===== src/logic/optics_ctrl_pkg.sv =====
// Constants and types shared by the optics actuator control logic
package optics_ctrl_pkg;

  // Stepper geometry and count widths
  localparam int          axis_count        = 3;
  localparam int          limit_count       = 2 * axis_count;
  localparam int          steps_per_rev     = 200;
  localparam int          step_count_width  = 16;
  localparam int          load_width        = 12;

  // Load-cell converter scale
  localparam logic [11:0] load_full_scale   = 12'hfff;  // 4095
  localparam logic [11:0] load_zero_force   = 12'h7ff;  // 2047
  localparam logic [11:0] load_window_low   = 12'h69f;  // 1695
  localparam logic [11:0] load_window_high  = 12'h70d;  // 1805

  // Step pulse timing: high time and low gap, in ns
  localparam int          clock_period_ns   = 100;
  localparam int          step_high_ns      = 1000;
  localparam int          step_gap_ns       = 1000;
  localparam int          step_high_cycles  =
    (step_high_ns + clock_period_ns - 1) / clock_period_ns;
  localparam int          step_gap_cycles   =
    (step_gap_ns + clock_period_ns - 1) / clock_period_ns;
  localparam int          timer_width       = 8;

  // Reset values of driven outputs
  localparam logic        relay_off_n       = 1'b1;

  // Stepper channel sequencer states
  typedef enum logic [1:0] {
    step_idle = 2'b00,
    step_high = 2'b01,
    step_gap  = 2'b10
  } step_state_type;

endpackage : optics_ctrl_pkg


===== src/logic/optics_actuator_control.sv =====
// Optics support actuators: steppers, supply relays and fold interlock
// Behaviour
// - High step moves one step, CCW with direction low, CW with high.
// - Six normally closed end-of-travel switches are forwarded to the host.
// - Load converter maps bipolar span onto 0..4095, 2047 meaning zero force.
// - Active-low sensor power output enables the position sensor supply relay.
// - Low fold-out drive enables out relay pair; low fold-in the in pair.
// - Out relay pair applies motor current opposite in polarity to in pair.
// - Fold supply relay enabled only while fold motor power is low.
// - Fold never driven either way unless both mirror covers are open.
// - Cover open status goes high when its cover open switch opens.
// - Covers-clear is both cover switches ANDed directly; gates each fold command.
// - Fold-in status needs fold-in switch and both torque switches closed.
`timescale 1ns/1ps
`default_nettype none
module optics_actuator_control
  import optics_ctrl_pkg::*;
#(
  parameter int axes     = axis_count,
  parameter int cnt_w    = step_count_width,
  parameter int load_w   = load_width
) (
  // Clock and reset
  input  wire logic                    clock,
  input  wire logic                    rst_b,
  // Host stepper commands, one lane per axis
  input  wire logic [axes-1:0]         step_start,
  input  wire logic [axes-1:0]         step_clockwise,
  input  wire logic [axes*cnt_w-1:0]   step_total,
  input  wire logic [axes-1:0]         step_abort,
  // Stepper controller pins
  output logic      [axes-1:0]         stepper_step,
  output logic      [axes-1:0]         stepper_dir,
  output logic      [axes-1:0]         step_busy,
  output logic      [axes*cnt_w-1:0]   step_remain,
  // Host supply commands, active low
  input  wire logic                    stepper_power_n,
  input  wire logic                    position_sensor_power_n,
  input  wire logic                    fold_motor_power_n,
  // Supply relay enables, active low
  output logic                         stepper_supply_relay_n,
  output logic                         sensor_supply_relay_n,
  output logic                         fold_supply_relay_n,
  // Host fold commands, active low
  input  wire logic                    fold_out_cmd_n,
  input  wire logic                    fold_in_cmd_n,
  // Fold direction relay enables, active low
  output logic                         fold_in_relay_a_n,
  output logic                         fold_in_relay_b_n,
  output logic                         fold_out_relay_a_n,
  output logic                         fold_out_relay_b_n,
  // Cover switches, closed (low) when the cover is fully closed
  input  wire logic                    left_cover_switch,
  input  wire logic                    right_cover_switch,
  output logic                         left_cover_open,
  output logic                         right_cover_open,
  output logic                         covers_clear,
  // Fold position switches, closed is high
  input  wire logic                    fold_in_switch,
  input  wire logic                    torque_switch_1,
  input  wire logic                    torque_switch_2,
  input  wire logic                    fold_out_switch,
  output logic                         fold_in_seen,
  output logic                         fold_out_seen_n,
  // End-of-travel switches, normally closed (low), high when tripped
  input  wire logic [2*axes-1:0]       limit_switch,
  output logic      [2*axes-1:0]       limit_status,
  // Load-cell counts from converter, one per axis
  input  wire logic [axes*load_w-1:0]  load_count,
  output logic      [axes-1:0]         load_in_window,
  output logic      [axes*load_w-1:0]  load_offset
);

  // Signed force offset of a count around the zero-force point
  function automatic logic [load_w-1:0] zero_offset(
    input logic [load_w-1:0] count
  );
    zero_offset = count - load_w'(load_zero_force);
  endfunction : zero_offset

  logic fold_out_req;
  logic fold_in_req;
  logic fold_out_d;
  logic fold_in_d;
  logic fold_out_q;
  logic fold_in_q;

  // Stepper channels; step stays low between moves
  for (genvar i = 0; i < axes; i++) begin : g_axis
    stepper_channel #(
      .count_width (cnt_w)
    ) u_chan (
      .clock      (clock),
      .rst_b      (rst_b),
      .start      (step_start[i] & ~stepper_power_n),
      .clockwise  (step_clockwise[i]),
      .step_total (step_total[i*cnt_w +: cnt_w]),
      .abort      (step_abort[i] | stepper_power_n),
      .step_q     (stepper_step[i]),
      .dir_q      (stepper_dir[i]),
      .busy       (step_busy[i]),
      .remain_q   (step_remain[i*cnt_w +: cnt_w])
    );
  end

  // Supply relays follow host enables; no excitation unless asked
  always_ff @(posedge clock) begin
    if (!rst_b) begin
      stepper_supply_relay_n <= relay_off_n;
      sensor_supply_relay_n  <= relay_off_n;
      fold_supply_relay_n    <= relay_off_n;
    end else begin
      stepper_supply_relay_n <= stepper_power_n;
      sensor_supply_relay_n  <= position_sensor_power_n;
      fold_supply_relay_n    <= fold_motor_power_n;
    end
  end

  // Cover status: a switch opening reads high
  always_ff @(posedge clock) begin
    if (!rst_b) begin
      left_cover_open  <= 1'b0;
      right_cover_open <= 1'b0;
    end else begin
      left_cover_open  <= left_cover_switch;
      right_cover_open <= right_cover_switch;
    end
  end

  // Interlock uses the switches directly so relays drop in one cycle
  assign covers_clear = left_cover_switch & right_cover_switch;
  assign fold_out_req = covers_clear & ~fold_out_cmd_n;
  assign fold_in_req  = covers_clear & ~fold_in_cmd_n;

  // Conflicting requests drive nothing rather than pick a winner
  always_comb begin
    fold_out_d = fold_out_req & ~fold_in_req;
    fold_in_d  = fold_in_req & ~fold_out_req;
  end

  // Direction drives; break before make on reversal
  always_ff @(posedge clock) begin
    if (!rst_b) begin
      fold_out_q <= 1'b0;
      fold_in_q  <= 1'b0;
    end else begin
      fold_out_q <= fold_out_d & ~fold_in_q;
      fold_in_q  <= fold_in_d & ~fold_out_q;
    end
  end

  // Out pair and in pair cross the motor with opposite polarity
  assign fold_out_relay_a_n = ~fold_out_q;
  assign fold_out_relay_b_n = ~fold_out_q;
  assign fold_in_relay_a_n  = ~fold_in_q;
  assign fold_in_relay_b_n  = ~fold_in_q;

  // Fold position status; fold-in needs the series string closed
  always_ff @(posedge clock) begin
    if (!rst_b) begin
      fold_in_seen    <= 1'b0;
      fold_out_seen_n <= 1'b1;
    end else begin
      fold_in_seen    <= fold_in_switch & torque_switch_1
                         & torque_switch_2;
      fold_out_seen_n <= ~fold_out_switch;
    end
  end

  // Limits forwarded to the host, registered once
  always_ff @(posedge clock) begin
    if (!rst_b) begin
      limit_status <= '0;
    end else begin
      limit_status <= limit_switch;
    end
  end

  // Load-cell window flags; regulation itself is the processor's job
  always_ff @(posedge clock) begin
    if (!rst_b) begin
      load_in_window <= '0;
      load_offset    <= '0;
    end else begin
      for (int i = 0; i < axes; i++) begin
        load_in_window[i] <=
          (load_count[i*load_w +: load_w] >= load_w'(load_window_low)) &&
          (load_count[i*load_w +: load_w] <= load_w'(load_window_high));
        load_offset[i*load_w +: load_w] <=
          zero_offset(load_count[i*load_w +: load_w]);
      end
    end
  end

endmodule : optics_actuator_control
`default_nettype wire


===== src/logic/stepper_channel.sv =====
// One stepper channel: emits counted step pulses with a direction level
`timescale 1ns/1ps
`default_nettype none
module stepper_channel
  import optics_ctrl_pkg::*;
#(
  parameter int count_width = step_count_width
) (
  // Clock and reset
  input  wire logic                   clock,
  input  wire logic                   rst_b,
  // Command
  input  wire logic                   start,
  input  wire logic                   clockwise,
  input  wire logic [count_width-1:0] step_total,
  input  wire logic                   abort,
  // Controller pins
  output logic                        step_q,
  output logic                        dir_q,
  // Status
  output logic                        busy,
  output logic [count_width-1:0]      remain_q
);

  localparam logic [timer_width-1:0] high_load =
    timer_width'(step_high_cycles - 1);
  localparam logic [timer_width-1:0] gap_load =
    timer_width'(step_gap_cycles - 1);

  step_state_type         state_q;
  logic [timer_width-1:0] timer_q;

  assign busy = (state_q != step_idle);

  // Sequencer: step held low while idle keeps controller in standby
  always_ff @(posedge clock) begin
    if (!rst_b) begin
      state_q  <= step_idle;
      timer_q  <= '0;
      remain_q <= '0;
      step_q   <= 1'b0;
      dir_q    <= 1'b0;
    end else if (abort) begin
      state_q  <= step_idle;  // Drop step at once; motor stops
      step_q   <= 1'b0;
      remain_q <= '0;
    end else begin
      case (state_q)
        step_idle: begin
          step_q <= 1'b0;  // Standby between moves
          if (start && step_total != '0) begin
            dir_q    <= clockwise;  // Low CCW, high CW
            remain_q <= step_total;
            state_q  <= step_gap;
            timer_q  <= '0;  // Lets dir settle a cycle before step
          end
        end
        step_high: begin
          if (timer_q == '0) begin
            step_q   <= 1'b0;
            remain_q <= remain_q - count_width'(1);  // One pulse
            timer_q  <= gap_load;
            state_q  <= step_gap;
          end else begin
            timer_q <= timer_q - timer_width'(1);
          end
        end
        step_gap: begin
          if (timer_q != '0) begin
            timer_q <= timer_q - timer_width'(1);
          end else if (remain_q == '0) begin
            state_q <= step_idle;
          end else begin
            step_q  <= 1'b1;  // High step moves one step
            timer_q <= high_load;
            state_q <= step_high;
          end
        end
        default: begin
          state_q <= step_idle;
          step_q  <= 1'b0;
        end
      endcase
    end
  end

endmodule : stepper_channel
`default_nettype wire


===== config.mk =====
export PLATFORM = sky130hd
export DESIGN_NAME = optics_actuator_control
export DESIGN_NICKNAME = d
export VERILOG_FILES = /design/src/logic/optics_ctrl_pkg.sv /design/src/logic/optics_actuator_control.sv /design/src/logic/stepper_channel.sv
export SDC_FILE = /design/constraint.sdc
export NUM_CORES = 1
export LEC_CHECK = 0
export ABC_AREA = 1
export ABC_CLOCK_PERIOD_IN_PS = 3400
export BUFFER_PORTS_ARGS = -buffer_cell sky130_fd_sc_hd__buf_2
export CAP_MARGIN = 20
export CORE_MARGIN = 5
export CORE_UTILIZATION = 47
export CTS_CLUSTER_DIAMETER = 80
export DETAILED_ROUTE_END_ITERATION = 12
export HOLD_SLACK_MARGIN = 0.05
export PLACE_DENSITY = 0.77
export SETUP_SLACK_MARGIN = 0.4
export SLEW_MARGIN = 20
export SYNTH_ARGS = -nofsm -noshare
export SYNTH_HDL_FRONTEND = slang
export SYNTH_SLANG_ARGS = --single-unit
export TNS_END_PERCENT = 100

===== constraint.sdc =====
create_clock -name clock -period 3.4 [get_ports clock]
set_input_delay 0.68 -clock clock [delete_from_list [all_inputs] [get_ports clock]]
set_output_delay 0.68 -clock clock [all_outputs]
set_load 0.005 [all_outputs]

Word level (Yosys, flattened, before mapping)
Index checks and enable logic that the tools add are counted.
- register bits after elaboration: 138
- input port bits: 112
- word-level logic and storage cells: 189
- add/subtract/negate cells: 9
- $lt $le $gt $ge: 6
- equality and inequality tests: 21
- mux-type cells: 51
- bitwise gates (word level): 27
- reduce and logical (&&, ||, !) cells: 48
- operators with widths (operator ; number):
    2-to-1 mux 16 bit ; 6
    2-to-1 mux 8 bit ; 12
    case mux 16 bit (2 select lines) ; 3
    case mux 8 bit (3 select lines) ; 3
    zero test 16 bit ; 3
    nonzero test 16 bit ; 3
    subtractor 16 x 1 -> 16 bit (second input constant) ; 3
    >= comparator 12 x 11 -> 1 bit (second input constant) ; 3
    <= comparator 12 x 11 -> 1 bit (second input constant) ; 3
    AND reduction 3 bit ; 12
    subtractor 12 x 11 -> 12 bit (second input constant) ; 3
    zero test 8 bit ; 3
    nonzero test 8 bit ; 3
    subtractor 8 x 1 -> 8 bit (second input constant) ; 3
    2-to-1 mux 2 bit ; 9
    case mux 2 bit (3 select lines) ; 3
    AND 1 bit ; 12
    2-to-1 mux 1 bit ; 12
    != test 2 x 1 -> 1 bit (second input constant) ; 6
    != test 2 bit (second input constant) ; 6
    NOT 1 bit ; 12
    AND reduction 4 bit ; 3
    nonzero test 2 bit ; 6
    != test 3 x 2 -> 1 bit (second input constant) ; 3
    8 further kinds ; 27

Depth between registers and ports, before layout
Gate-level depths: netlist of the first run.
- depth after elaboration: 5
- depth in mapped cells: 12

Hierarchy
Synthesis of the first run repeated with hierarchy kept, for this count alone.
- cells, all modules: 1306
- area total of the unflattened synthesis: 8454.4 um^2
- by module, submodules not included (module ; instances ; cells each ; area an instance (um^2) ; seq. area each (um^2)):
    stepper_channel at g_axis[0].u_chan ... ; 2 ; 305 ; 1938.1 ; 560.5
    optics_actuator_control ; 1 ; 355 ; 2534.9 ; 1081.0
    stepper_channel at g_axis[2].u_chan ; 1 ; 341 ; 2043.2 ; 560.5

Worst setup path after synthesis of the first run
OpenSTA, ideal clock, no wires.
- path kind: input-to-reg
- from: in load_count[24]
- to: reg load_offset[34]
- data arrival time: 1633 ps
- data required time: 3284 ps
- path slack: 1652 ps
- stages: 9
- path through: ha_1 > nand2_1 > inv_1 > nand2_1 > nor2_1 > nand4_1 > or2_0 > o21ai_0 > nor2_1
- cells in the longest elaborated chain, start to end: 1
- ends and longest elaborated chain (item ; RTL line ; source):
    start, declared ; optics_actuator_control.sv:69 ; input wire logic [axes*load_w-1:0] load_count,
    subtractor 12 x 11 -> 12 bit ; optics_actuator_control.sv:78 ; zero_offset = count - load_w'(load_zero_force);
    end signal, assigned by index ; optics_actuator_control.sv:189 ; load_offset[i*load_w +: load_w] <=
    end, declared ; optics_actuator_control.sv:71 ; output logic [axes*load_w-1:0] load_offset
No other way between the ends.
A chain may end at the register's enable or synchronous reset.

Worst setup path in the final report of the first run
- from: reg g_axis[1].u_chan.state_q[1]
- to: reg g_axis[1].u_chan.remain_q[10]
- cells in the longest elaborated chain, start to end: 3
- elaborated cells on any way between the ends: 7
- classes of those cells: eq/ne (3); mux (1); reduce/logical (3)
- ends and longest elaborated chain (item ; RTL line ; source):
    start, declared ; stepper_channel.sv:30 ; step_state_type state_q;
    start signal, assigned ; stepper_channel.sv:38 ; state_q <= step_idle;
    start signal, assigned ; stepper_channel.sv:44 ; state_q <= step_idle;
    start signal, assigned ; stepper_channel.sv:54 ; state_q <= step_gap;
    == test 2 x 1 -> 1 bit or zero test 2 bit (tied branches) ; stepper_channel.sv:48 ; case (state_q)
    != test 2 x 1 -> 1 bit (no line) or nonzero test 2 bit (tied branches) ; - ;
    AND reduction 3 bit (no line) ; - ;
    end signal, assigned ; stepper_channel.sv:53 ; remain_q <= step_total;
    end signal, assigned ; stepper_channel.sv:61 ; remain_q <= remain_q - count_width'(1);
    end, declared ; stepper_channel.sv:22 ; output logic [count_width-1:0] remain_q
Several ways; a longest one is shown, not always the timed one.

==> results of run 1 <==
## worst max-delay path, delay by kind of cell (launching register included)
kind,cells,cell delay [ns]
buffers and inverters,4,0.97
adder cells (fa/ha/maj),1,0.18
AO/OA/AOI/OAI,1,0.12
flip-flops,1,0.37
AND/OR/NAND/NOR,4,0.64
## logic make-up after synthesis
group	count (synthesis)	share of synthesized area (%)
simple gates	777	39.2
buf+inv	213	10.6
compound gates	164	10.3
flops	138	32.9
fa+ha+maj	33	4.91
xor+xnor	19	1.98
mux	1	0.119
## how the worst min path moves through the flow
stage | end | slack (ns) | cells after the start
4_1_cts | fold_out_seen_n | 0.40 | 2
3_3_place_gp | g_axis[1].u_chan.dir_q | 0.43 | 2
5_1_grt | fold_out_seen_n | 0.40 | 2
6_report | fold_out_seen_n | 0.42 | 2
3_5_place_dp | g_axis[1].u_chan.dir_q | 0.44 | 2
2_1_floorplan | g_axis[0].u_chan.dir_q | 0.42 | 2
## power by group
group          switching [mW]  internal, mW  leakage, nW
logic                   0.426         0.251         4.07
clock network           0.805          1.03        0.272
registers              0.0315          1.68         1.13
## cell usage in the layout (no fill, tap or decap), types with 5 or more instances in the layout
cell type	netlist	final
or2_2	5	5
buf_2	12	225
nor2_1	238	238
nand2_1	360	360
nand2_2	7	7
inv_6	0	6
o211ai_1	5	5
nor2_2	18	18
nand3_1	93	93
xor2_1	16	16
buf_4	14	6
nand3_2	6	6
dfxtp_1	138	138
a21oi_1	75	75
ha_1	33	33
nand4_1	19	19
nor3_1	19	19
clkbuf_16	0	17
inv_1	158	158
inv_2	11	11
o21ai_0	66	66
## sequential cells by signal, indices dropped and copies added (netlist names), 3 cells and up
| signal | flops |
|---|---|
| g_axis.u_chan.timer_q | 24 |
| g_axis.u_chan.remain_q | 48 |
| load_offset | 36 |
| g_axis.u_chan.dir_q | 3 |
| g_axis.u_chan.step_q | 3 |
| load_in_window | 3 |
| g_axis.u_chan.state_q | 6 |
| limit_status | 6 |
## layout make-up
| class | instances | area (um^2) |
|---|---|---|
| Clock buffer | 17 | 425 |
| Fill cell | 1661 | 7240 |
| Clock inverter | 15 | 153 |
| Sequential cell | 138 | 2760 |
| Antenna cell | 1 | 2.50 |
| Timing Repair Buffer | 231 | 1170 |
| Multi-Input combinational cell | 994 | 4750 |
| Tap cell | 225 | 282 |
| Inverter | 169 | 634 |
## per-layer routing
metal	track usage, %	up-vias	routed length (um)
met2	37.5	292	10800
met1	27.4	3922	9970
li1	-	4632	-
met4	8.62	2	525
met5	0	-	8
met3	7.39	41	2100
==> out/metrics.yaml, run 1 <==
global_route:
  grt_usage_pct: 22.6
  grt_max_degree: 43
  grt_pass1_wl_mm: 38.8
  antenna_found_initial: 2
  grt_pass1_vias: 8532
  overflow: 0
floorplan:
  die_area_um2: 20700
  coreArea_um2: 17400
  initial_core_util_pct: 48.2
  rows: 48
  ios: 226
  dieHeight_um: 144
  die_x_um: 144
logic_synthesis:
  synth_top_area_share_pct: 32.9
  netlist_top_cells_area: "dfxtp_1, nand2_1, nor2_1, inv_1, nand3_1"
  ys_seq_area_share_pct: 32.9
  synth_cell_type_count: 38
  synth-edff-count: 0
  yosysWarnings: 0
  syn_nets: 1490
  ys_async_sr_fraction_pct: 0
  synth_most_common_cell: "nand2_1"
  syn_area_um2: 8400
  synth.largest_area_cell: "dfxtp_1"
  ys_dominant_reg_cell: "dfxtp_1"
  syn_avg_cell_area_um2: 6.25
  syn_inst: 1345
  synth-seq-cells: 138
  synthTopCellsByCount: "nand2_1, nor2_1, inv_1"
clock_network:
  cts-root-buf: "clkbuf_16"
  cts_tree: "yes"
  cts.sinks: 138
  cts-resized-gates: 0
  cts_made_buffers: 17
  cts-hold-fix-buffers: 0
  clk_latency_ns: 0.42
  clockBufferDepth: 2
  cts_setup_buffers: 0
  h-tree-depth: 4
  path_clk_slew_ns: 0.07
run:
  maxCapViolations: 0
finish:
  final_net_count: 1696
  drive_above_1_share_pct: 20.4
  syn_to_final_growth_pct: 21.2
  fin_area_um2: 10200
  utilization_pct: 58.5
  layout.cells.non_filler: 1790
routing:
  drt_iter0_markers: 521
  antenna_left: 0
  route.detailed.wl_per_inst_um: 13.1
  num_vias: 8889
  dr.pass1.iters: 6
  vias_per_cell: 4.97
  drc: 0
  routed_wirelength_mm: 23.4
placed_design:
  port_buffers: 225
  placement.cell_area_um2: 9600
  detailed_place_hpwl_mm: 17.8
  dpl_worst_slack_ns: 0.857
  place_inst: 1757
  gp_congestion: 0.887
pwr:
  max-vdd-ir-drop_mv: 0.359
  p_per_area_nw_per_um2: 415
  p_total_mw: 4.22
  p_leak_nw: 5.47
critical_path:
  r2r_start: "g_axis[1].u_chan.state_q[1]"
  worstPathMaxFanout: 21
  worstPathRequired_ns: 3.74
  critPathCaptureType: "flop"
  crit_type: "flop to flop"
  r2r_cells: 10
  critPathSlowestCell: "inv_1"
  cp_common_cell: "inv_1"
  rrSetupSlack_ns: 1.04
  cp-start-kind: "flop"
  max_stage_delay_ns: 0.39
  crit_arrival_ns: 2.71
  critPathCapture: "g_axis[1].u_chan.remain_q[10]"
  r2r_end: "g_axis[1].u_chan.remain_q[10]"
  crit_chain: "inv_1 -> ha_1 -> buf_4 -> inv_1 -> nor2_1 -> nor2_2 -> nand2_2 -> inv_2 -> nand2_1 -> a21oi_1"
  cp-startpoint: "g_axis[1].u_chan.state_q[1]"
timing:
  timing.hold.ws_ns: 0.418
  slew_headroom_pct: 44.7
  finalCritPeriodShare_pct: 69.5
  setup_viol: 0
  min_period_ns: 2.36
  maxSlewViolCount: 0
  fin_skew_ns: 0.00920
  fin_ws_ns: 1.04
  clock.fmax_ghz: 0.423
  rsz0062_at_grt: "no"
  hold_viol: 0
  tightestPinTransition_ns: 0.829
  final.setup.tns_ns: 0
outcome:
  run_status: "complete, no violations"
worst_hold_path:
  hold_start: "fold_out_switch"
  hp-class: "input pin to flop"
Power figures use the tool's default switching activity.
==> inputs of run 2 (changes only) <==
--- a/config.mk
+++ b/config.mk
@@ -6,7 +6,7 @@
 export NUM_CORES = 1
 export LEC_CHECK = 0
 export ABC_AREA = 1
-export ABC_CLOCK_PERIOD_IN_PS = 3400
+export ABC_CLOCK_PERIOD_IN_PS = 2100
 export BUFFER_PORTS_ARGS = -buffer_cell sky130_fd_sc_hd__buf_2
 export CAP_MARGIN = 20
 export CORE_MARGIN = 5
@@ -14,7 +14,7 @@
 export CTS_CLUSTER_DIAMETER = 80
 export DETAILED_ROUTE_END_ITERATION = 12
 export HOLD_SLACK_MARGIN = 0.05
-export PLACE_DENSITY = 0.77
+export PLACE_DENSITY = 0.79
 export SETUP_SLACK_MARGIN = 0.4
 export SLEW_MARGIN = 20
 export SYNTH_ARGS = -nofsm -noshare
==> constraint.sdc (replaced) <==
create_clock -name clock -period 2.1 [get_ports clock]
set_input_delay 0.42 -clock clock [delete_from_list [all_inputs] [get_ports clock]]
set_output_delay 0.42 -clock clock [all_outputs]
set_load 0.005 [all_outputs]
==> run 2 against run 1 <==
Net effect: final cell count is 1.6% higher; utilization is 3.1 points higher; combinational power grew 83%; die area unchanged; non-clock buffer count up 27; critical path type is now flop to output port; largest cell class unchanged; highest routed layer is now met4.
==> out/metrics.yaml, run 2 (synthesis results as in run 1) <==
critical_path:
  crit_type: "flop to output port"
  critPathTopFamily: "flip-flops"
  critPathCaptureType: "output port"
  crit_chain: "inv_2 -> ha_2 -> inv_1 -> buf_2"
  crit_arrival_ns: 1.22  # -1.49 ns
  r2r_start: "g_axis[0].u_chan.state_q[1]"
  worstPathRequired_ns: 1.68  # -2.06 ns
  cp-startpoint: "g_axis[2].u_chan.state_q[0]"
  max_stage_delay_ns: 0.39  # about the same
  worstPathMaxFanout: 5  # -76%
  critPathSlowestCell: "dfxtp_4"
  cp-start-kind: "flop"
  crit_buf_inv: 3  # -1
pwr:
  pwr-share-seq_pct: 39.5  # -0.9 points
  combPwrFrac_pct: 17.7  # +1.7 points
  max-vdd-ir-drop_mv: 0.669  # +86%
  intPower_mw: 4.88  # +65%
  p_per_area_nw_per_um2: 654  # +58%
  p_leak_nw: 5.69  # +4.0%
  p_switching_mw: 2.12  # +68%
  clkPwrFrac_pct: 42.8  # -0.7 points
  p_sw_share_pct: 30.3  # +0.42 points
finish:
  syn_to_final_growth_pct: 27.5
  final_common_cell: "nand2_1"
  final_cell_mix: "nand2_1, nor2_1, buf_2, inv_1, dfxtp_1"
  antenna_cells: 0  # -1
  reg_top3: "g_axis.u_chan.remain_q (48), load_offset (36), g_axis.u_chan.timer_q (24)"
  drive_above_1_share_pct: 25.5  # +5.1 points
  top_register: "g_axis.u_chan.remain_q"
  largest_reg_flops: 48  # unchanged
  final_net_count: 1726  # +1.8%
routing:
  routed_wirelength_mm: 24.3  # +4.0%
  vias_per_cell: 5.02  # +1.1%
  route.detailed.wl_per_inst_um: 13.4  # +2.4%
  drt_iter0_markers: 540  # +3.6%
  dr.pass1.iters: 7  # +1
  drc: 0  # unchanged
  num_vias: 9136  # +2.8%
  antenna_left: 0  # unchanged
floorplan:
  coreArea_um2: 17400  # unchanged
  dieHeight_um: 144  # unchanged
  rows: 48  # unchanged
  ios: 226  # unchanged
  initial_core_util_pct: 48.2  # unchanged
  die_x_um: 144  # unchanged
  die_area_um2: 20700  # unchanged
timing:
  rsz0062_at_grt: "yes"
  tightestPinTransition_ns: 0.506  # -0.324 ns
  maxSlewViolCount: 0  # unchanged
  min_period_ns: 1.64
  slew_headroom_pct: 66.3  # +22 points
  clock.fmax_ghz: 0.612
  hold_viol: 0  # unchanged
  final.setup.tns_ns: 0  # unchanged
  setup_viol: 0  # unchanged
  fin_ws_ns: 0.465  # -0.573 ns
  fin_skew_ns: 0.00984  # +0.000638 ns
  finalCritPeriodShare_pct: 77.9
clock_network:
  cts_tree: "yes"
  cts_made_buffers: 17  # unchanged
  clockBufferDepth: 2  # unchanged
  h-tree-depth: 4  # unchanged
  clk_latency_ns: 0.42  # about the same
  cts.sinks: 138  # unchanged
  cts-root-buf: "clkbuf_16"
  path_clk_slew_ns: 0.07  # about the same
placed_design:
  detailed_place_hpwl_mm: 17.9  # +0.63%
  dpl_worst_slack_ns: 0.231  # -0.625 ns
  port_buffers: 225  # unchanged
  gp_congestion: 0.945  # +6.5%
global_route:
  grt_pass1_vias: 8513  # -0.22%
  antenna_found_initial: 0  # -2
  grt_pass1_wl_mm: 38.7  # -0.18%
  overflow: 0  # unchanged
  grt_usage_pct: 22.6  # about the same
  grt_max_degree: 49  # +14%
worst_hold_path:
  hold_start: "fold_out_switch"
  hp-class: "input pin to flop"
run:
  maxCapViolations: 0  # unchanged
outcome:
  run_status: "complete, no violations"
==> run 2: changes by cell type in the layout (fill, tap and decap cells not counted), sizes merged <==
cell,previous run,this run
nand3,99,101
clkinvlp,4,2
buf,231,258
nor2,260,261
clkinv,2,4
diode,1,0
==> run 2: power by group through the flow <==
stage / clock [mW] / sequential, mW / combinational (mW)
after global placement: 0 / 2.82 / 1.08
final: 3.00 / 2.77 / 1.24
after global routing: 3.20 / 2.78 / 1.40
after detailed placement: 0 / 2.82 / 1.10
after floorplan: 0 / 2.83 / 0.717
after CTS: 3.06 / 2.76 / 1.13
==> run 2: layout make-up <==
class,count,area [um^2]
clock buffer,17,425
clock inverter,15,156
fill,1597,6700
inverter,169,642
multi-input combinational,997,5020
sequential,138,2770
tap,225,282
timing repair buffer,258,1420
==> run 2: final timing paths <==
check	end	slack (ns)	cells past startpoint
min	fold_out_seen_n	0.16	2
min reg2reg	g_axis[2].u_chan.dir_q	0.44	2
max	step_busy[2]	0.46	4
max reg2reg	g_axis[0].u_chan.timer_q[1]	0.47	8
==> run 2: routing by layer <==
layer	up-vias	global-route usage (%)	wire length (um)
met5	-	0	0
met4	0	7.93	487
met3	43	7.15	2160
met2	343	38.0	11500
met1	4057	27.4	10200
li1	4693	-	-
==> run 2: metrics by stage <==
step | hold WS (ns) | utilization (%) | area [um^2] | power, mW | cells
final | 0.161 | 61.5 | 10700 | 7.00 | 1819
after global routing | 0.154 | 61.5 | 10700 | 7.38 | 1819
after CTS | 0.144 | 59.5 | 10400 | 6.95 | 1804
after detailed placement | 0.437 | 55.6 | 9690 | 3.93 | 1769
after global placement | 0.432 | 55.6 | 9690 | 3.90 | 1769
after floorplan | 0.424 | - | 8400 | 3.54 | 1345
==> run 2: what timing repair did <==
action | in CTS | in global routing
cloned | 1 | 2
resized for setup | 20 | 73
pin swaps | 0 | 14
setup buffers | 2 | 13
hold buffers | 0 | 0
setup endpoints to repair | 50 | 78
==> inputs of run 3 (changes only) <==
--- a/config.mk
+++ b/config.mk
@@ -6,7 +6,7 @@
 export NUM_CORES = 1
 export LEC_CHECK = 0
 export ABC_AREA = 1
-export ABC_CLOCK_PERIOD_IN_PS = 2100
+export ABC_CLOCK_PERIOD_IN_PS = 1620
 export BUFFER_PORTS_ARGS = -buffer_cell sky130_fd_sc_hd__buf_2
 export CAP_MARGIN = 20
 export CORE_MARGIN = 5
@@ -14,7 +14,7 @@
 export CTS_CLUSTER_DIAMETER = 80
 export DETAILED_ROUTE_END_ITERATION = 12
 export HOLD_SLACK_MARGIN = 0.05
-export PLACE_DENSITY = 0.79
+export PLACE_DENSITY = 0.77
 export SETUP_SLACK_MARGIN = 0.4
 export SLEW_MARGIN = 20
 export SYNTH_ARGS = -nofsm -noshare
==> constraint.sdc (replaced) <==
create_clock -name clock -period 1.62 [get_ports clock]
set_input_delay 0.324 -clock clock [delete_from_list [all_inputs] [get_ports clock]]
set_output_delay 0.324 -clock clock [all_outputs]
set_load 0.005 [all_outputs]
==> run 3 against run 2 <==
Net effect: the flow now finishes with violations (setup timing); setup slack got worse by 0.49 ns; critical path type is now flop to flop; register-to-register slack got worse by 0.49 ns; wire length rose by 21%.
==> out/metrics.yaml, run 3 (synthesis results as in run 1) <==
finish:
  largest_reg_flops: 48  # unchanged
  final_common_cell: "nand2_1"
  layout.cells.non_filler: 1916  # +5.3%
  syn_to_final_growth_pct: 54.2
  drive_above_1_share_pct: 43.4  # +18 points
  antenna_cells: 0  # unchanged
  reg_top3: "g_axis.u_chan.remain_q (48), load_offset (36), g_axis.u_chan.timer_q (24)"
  final_cell_mix: "nand2_1, nor2_1, buf_2, inv_1, buf_4"
  fillerInstances: 1210  # -24%
  top_register: "g_axis.u_chan.remain_q"
  final_net_count: 1824  # +5.7%
  multi_input_area_um2: 5860  # +17%
  register_area_um2: 2940  # +5.8%
  fin_area_um2: 13000  # +21%
routing:
  antenna_left: 0  # unchanged
  drc: 0  # unchanged
  vias_per_cell: 5.32  # +5.9%
  num_vias: 10200  # +12%
  drt_iter0_markers: 809  # +50%
  route.detailed.wl_per_inst_um: 15.4  # +15%
  routed_wirelength_mm: 29.5  # +21%
  dr.pass1.iters: 6  # -1
critical_path:
  critPathSlowestCell: "dfxtp_4"
  r2r_cells: 10  # +2
  rrSetupSlack_ns: -0.02  # -0.49 ns
  r2r_end: "g_axis[2].u_chan.remain_q[10]"
  crit_chain: "inv_4 -> ha_4 -> nand3_4 -> nor2_4 -> nor2_4 -> nor2_8 -> nand2_4 -> nand2_1 -> nand2_1 -> nor2_1"
  r2r_start: "g_axis[2].u_chan.timer_q[0]"
  cp-start-kind: "flop"
  critPathCaptureType: "flop"
  worstPathRequired_ns: 1.98  # +0.30 ns
  crit_type: "flop to flop"
  max_stage_delay_ns: 0.36  # -0.03 ns
  critPathTopFamily: "simple AND/OR/NAND/NOR gates"
  worstPathMaxFanout: 7  # +2
  crit_buf_inv: 1  # -2
  crit_arrival_ns: 2.00  # +0.78 ns
timing:
  setup_viol: 1  # +1
  timing.hold.ws_ns: 0.0677  # -0.0937 ns
  fin_skew_ns: 0.0140  # +0.00413 ns
  min_period_ns: 1.64
  fin_ws_ns: -0.0204  # -0.485 ns
  rsz0062_at_grt: "yes"
  tightestPinTransition_ns: 0.375  # -0.130 ns
  finalCritPeriodShare_pct: 101
  hold_viol: 0  # unchanged
  maxSlewViolCount: 0  # unchanged
  clock.fmax_ghz: 0.610
  slew_headroom_pct: 74.8  # +8.5 points
global_route:
  grt_max_degree: 30  # -39%
  grt_usage_pct: 25.5  # +2.8 points
  overflow: 0  # unchanged
  grt_pass1_wl_mm: 43.1  # +11%
  antenna_found_initial: 0  # unchanged
  grt_pass1_vias: 9310  # +9.4%
placed_design:
  place_inst: 1816  # +2.7%
  dpl_worst_slack_ns: -0.0980  # -0.329 ns
  detailed_place_hpwl_mm: 18.1  # +1.1%
  gp_congestion: 0.896  # -5.2%
  placement.cell_area_um2: 10300  # +6.4%
  port_buffers: 225  # unchanged
floorplan:
  die_x_um: 144  # unchanged
  dieHeight_um: 144  # unchanged
  rows: 48  # unchanged
  coreArea_um2: 17400  # unchanged
  ios: 226  # unchanged
  die_area_um2: 20700  # unchanged
  initial_core_util_pct: 48.2  # unchanged
pwr:
  p_per_area_nw_per_um2: 761  # +16%
  p_leak_nw: 6.45  # +13%
  max-vdd-ir-drop_mv: 0.725  # +8.4%
run:
  maxCapViolations: 0  # unchanged
clock_network:
  path_clk_slew_ns: 0.07  # about the same
  cts.sinks: 138  # unchanged
  cts-root-buf: "clkbuf_16"
  cts_made_buffers: 17  # unchanged
  cts_tree: "yes"
  clockBufferDepth: 2  # unchanged
  h-tree-depth: 4  # unchanged
  clk_latency_ns: 0.43  # about the same
worst_hold_path:
  hp-class: "input pin to flop"
  hold_start: "limit_switch[3]"
  whs_path_depth: 3  # +1
  min_to: "limit_status[3]"
outcome:
  failed_checks: "setup timing"
  run_status: "finished with violations"
[run 3: cell types whose count changed in the layout (fill, tap and decap cells not counted), moves of 22 or more]
| cell | change |
|---|---|
| buf_6 | +71 |
| buf_2 | -45 |
| a21oi_2 | +22 |
| dfxtp_2 | +42 |
| nor2_1 | -41 |
| dfxtp_4 | +29 |
| nand2_1 | -47 |
| nor2_2 | +22 |
| dfxtp_1 | -71 |
| nand2_2 | +34 |
| a21oi_1 | -22 |
| buf_4 | +63 |
[run 3: area by class of cell]
cell class	instances	share of cell area, %
Multi-Input combinational cell	999	45.2
Sequential cell	138	22.7
Timing Repair Buffer	353	19.9
Inverter	169	5.32
Clock buffer	17	3.28
Tap cell	225	2.17
Clock inverter	14	1.45
Timing Repair inverter	1	0.0579
[run 3: metal layers]
metal	share of wire (%)	routed length (um)	vias to the layer above	GRT usage, %
li1	-	-	4919	-
met2	49	14400	529	44.4
met4	3.3	973	0	8.18
met3	9.1	2680	113	7.09
met1	39	11400	4626	30.4
met5	0	0	-	0
[run 3: worst max path at each step]
stage / start / end / slack, ns / cells after the start
floorplan: g_axis[0].u_chan.timer_q[1] / g_axis[0].u_chan.timer_q[0] / 0.15 / 12
global placement: step_total[17] / g_axis[1].u_chan.remain_q[9] / -0.06 / 11
detailed placement: step_total[22] / g_axis[1].u_chan.remain_q[9] / -0.1 / 11
CTS: g_axis[2].u_chan.timer_q[0] / g_axis[2].u_chan.timer_q[5] / 0.08 / 10
global route: g_axis[2].u_chan.timer_q[1] / g_axis[2].u_chan.remain_q[10] / -0.09 / 10
finish: g_axis[2].u_chan.timer_q[0] / g_axis[2].u_chan.remain_q[10] / -0.02 / 10
[run 3: what timing repair did]
item,CTS,global route
setup endpoints to repair,136,162
endpoints found under the hold margin,1,0
pin swaps,62,56
hold buffers,1,0
buffers inserted,42,18
gates cloned,4,4
gates resized for setup,235,195
[run 3: where the power goes]
part           total (mW)  switching [mW]  leakage (nW)  internal (mW)
clock network        4.12            1.66         0.291           2.46
logic                2.18            1.25          4.98          0.933
registers            3.57          0.0801          1.17           3.49
[run 3: metrics by stage]
step / utilization [%] / TNS, ns / power, mW
floorplan: - / 0 / 4.66
global placement: 59.2 / -0.583 / 5.21
detailed placement: 59.2 / -1.25 / 5.25
CTS: 69.1 / 0 / 9.56
global route: 74.4 / -0.867 / 10.3
finish: 74.4 / -0.0204 / 9.86
[run 3: worst reg2reg max path, stage by stage (launching register included)]
cell and delay, ns:
dfxtp_4 0.36, inv_4 0.06, ha_4 0.13, nand3_4 0.08, nor2_4 0.18, nor2_4 0.09
nor2_8 0.24, nand2_4 0.16, nand2_1 0.12, nand2_1 0.08, nor2_1 0.09
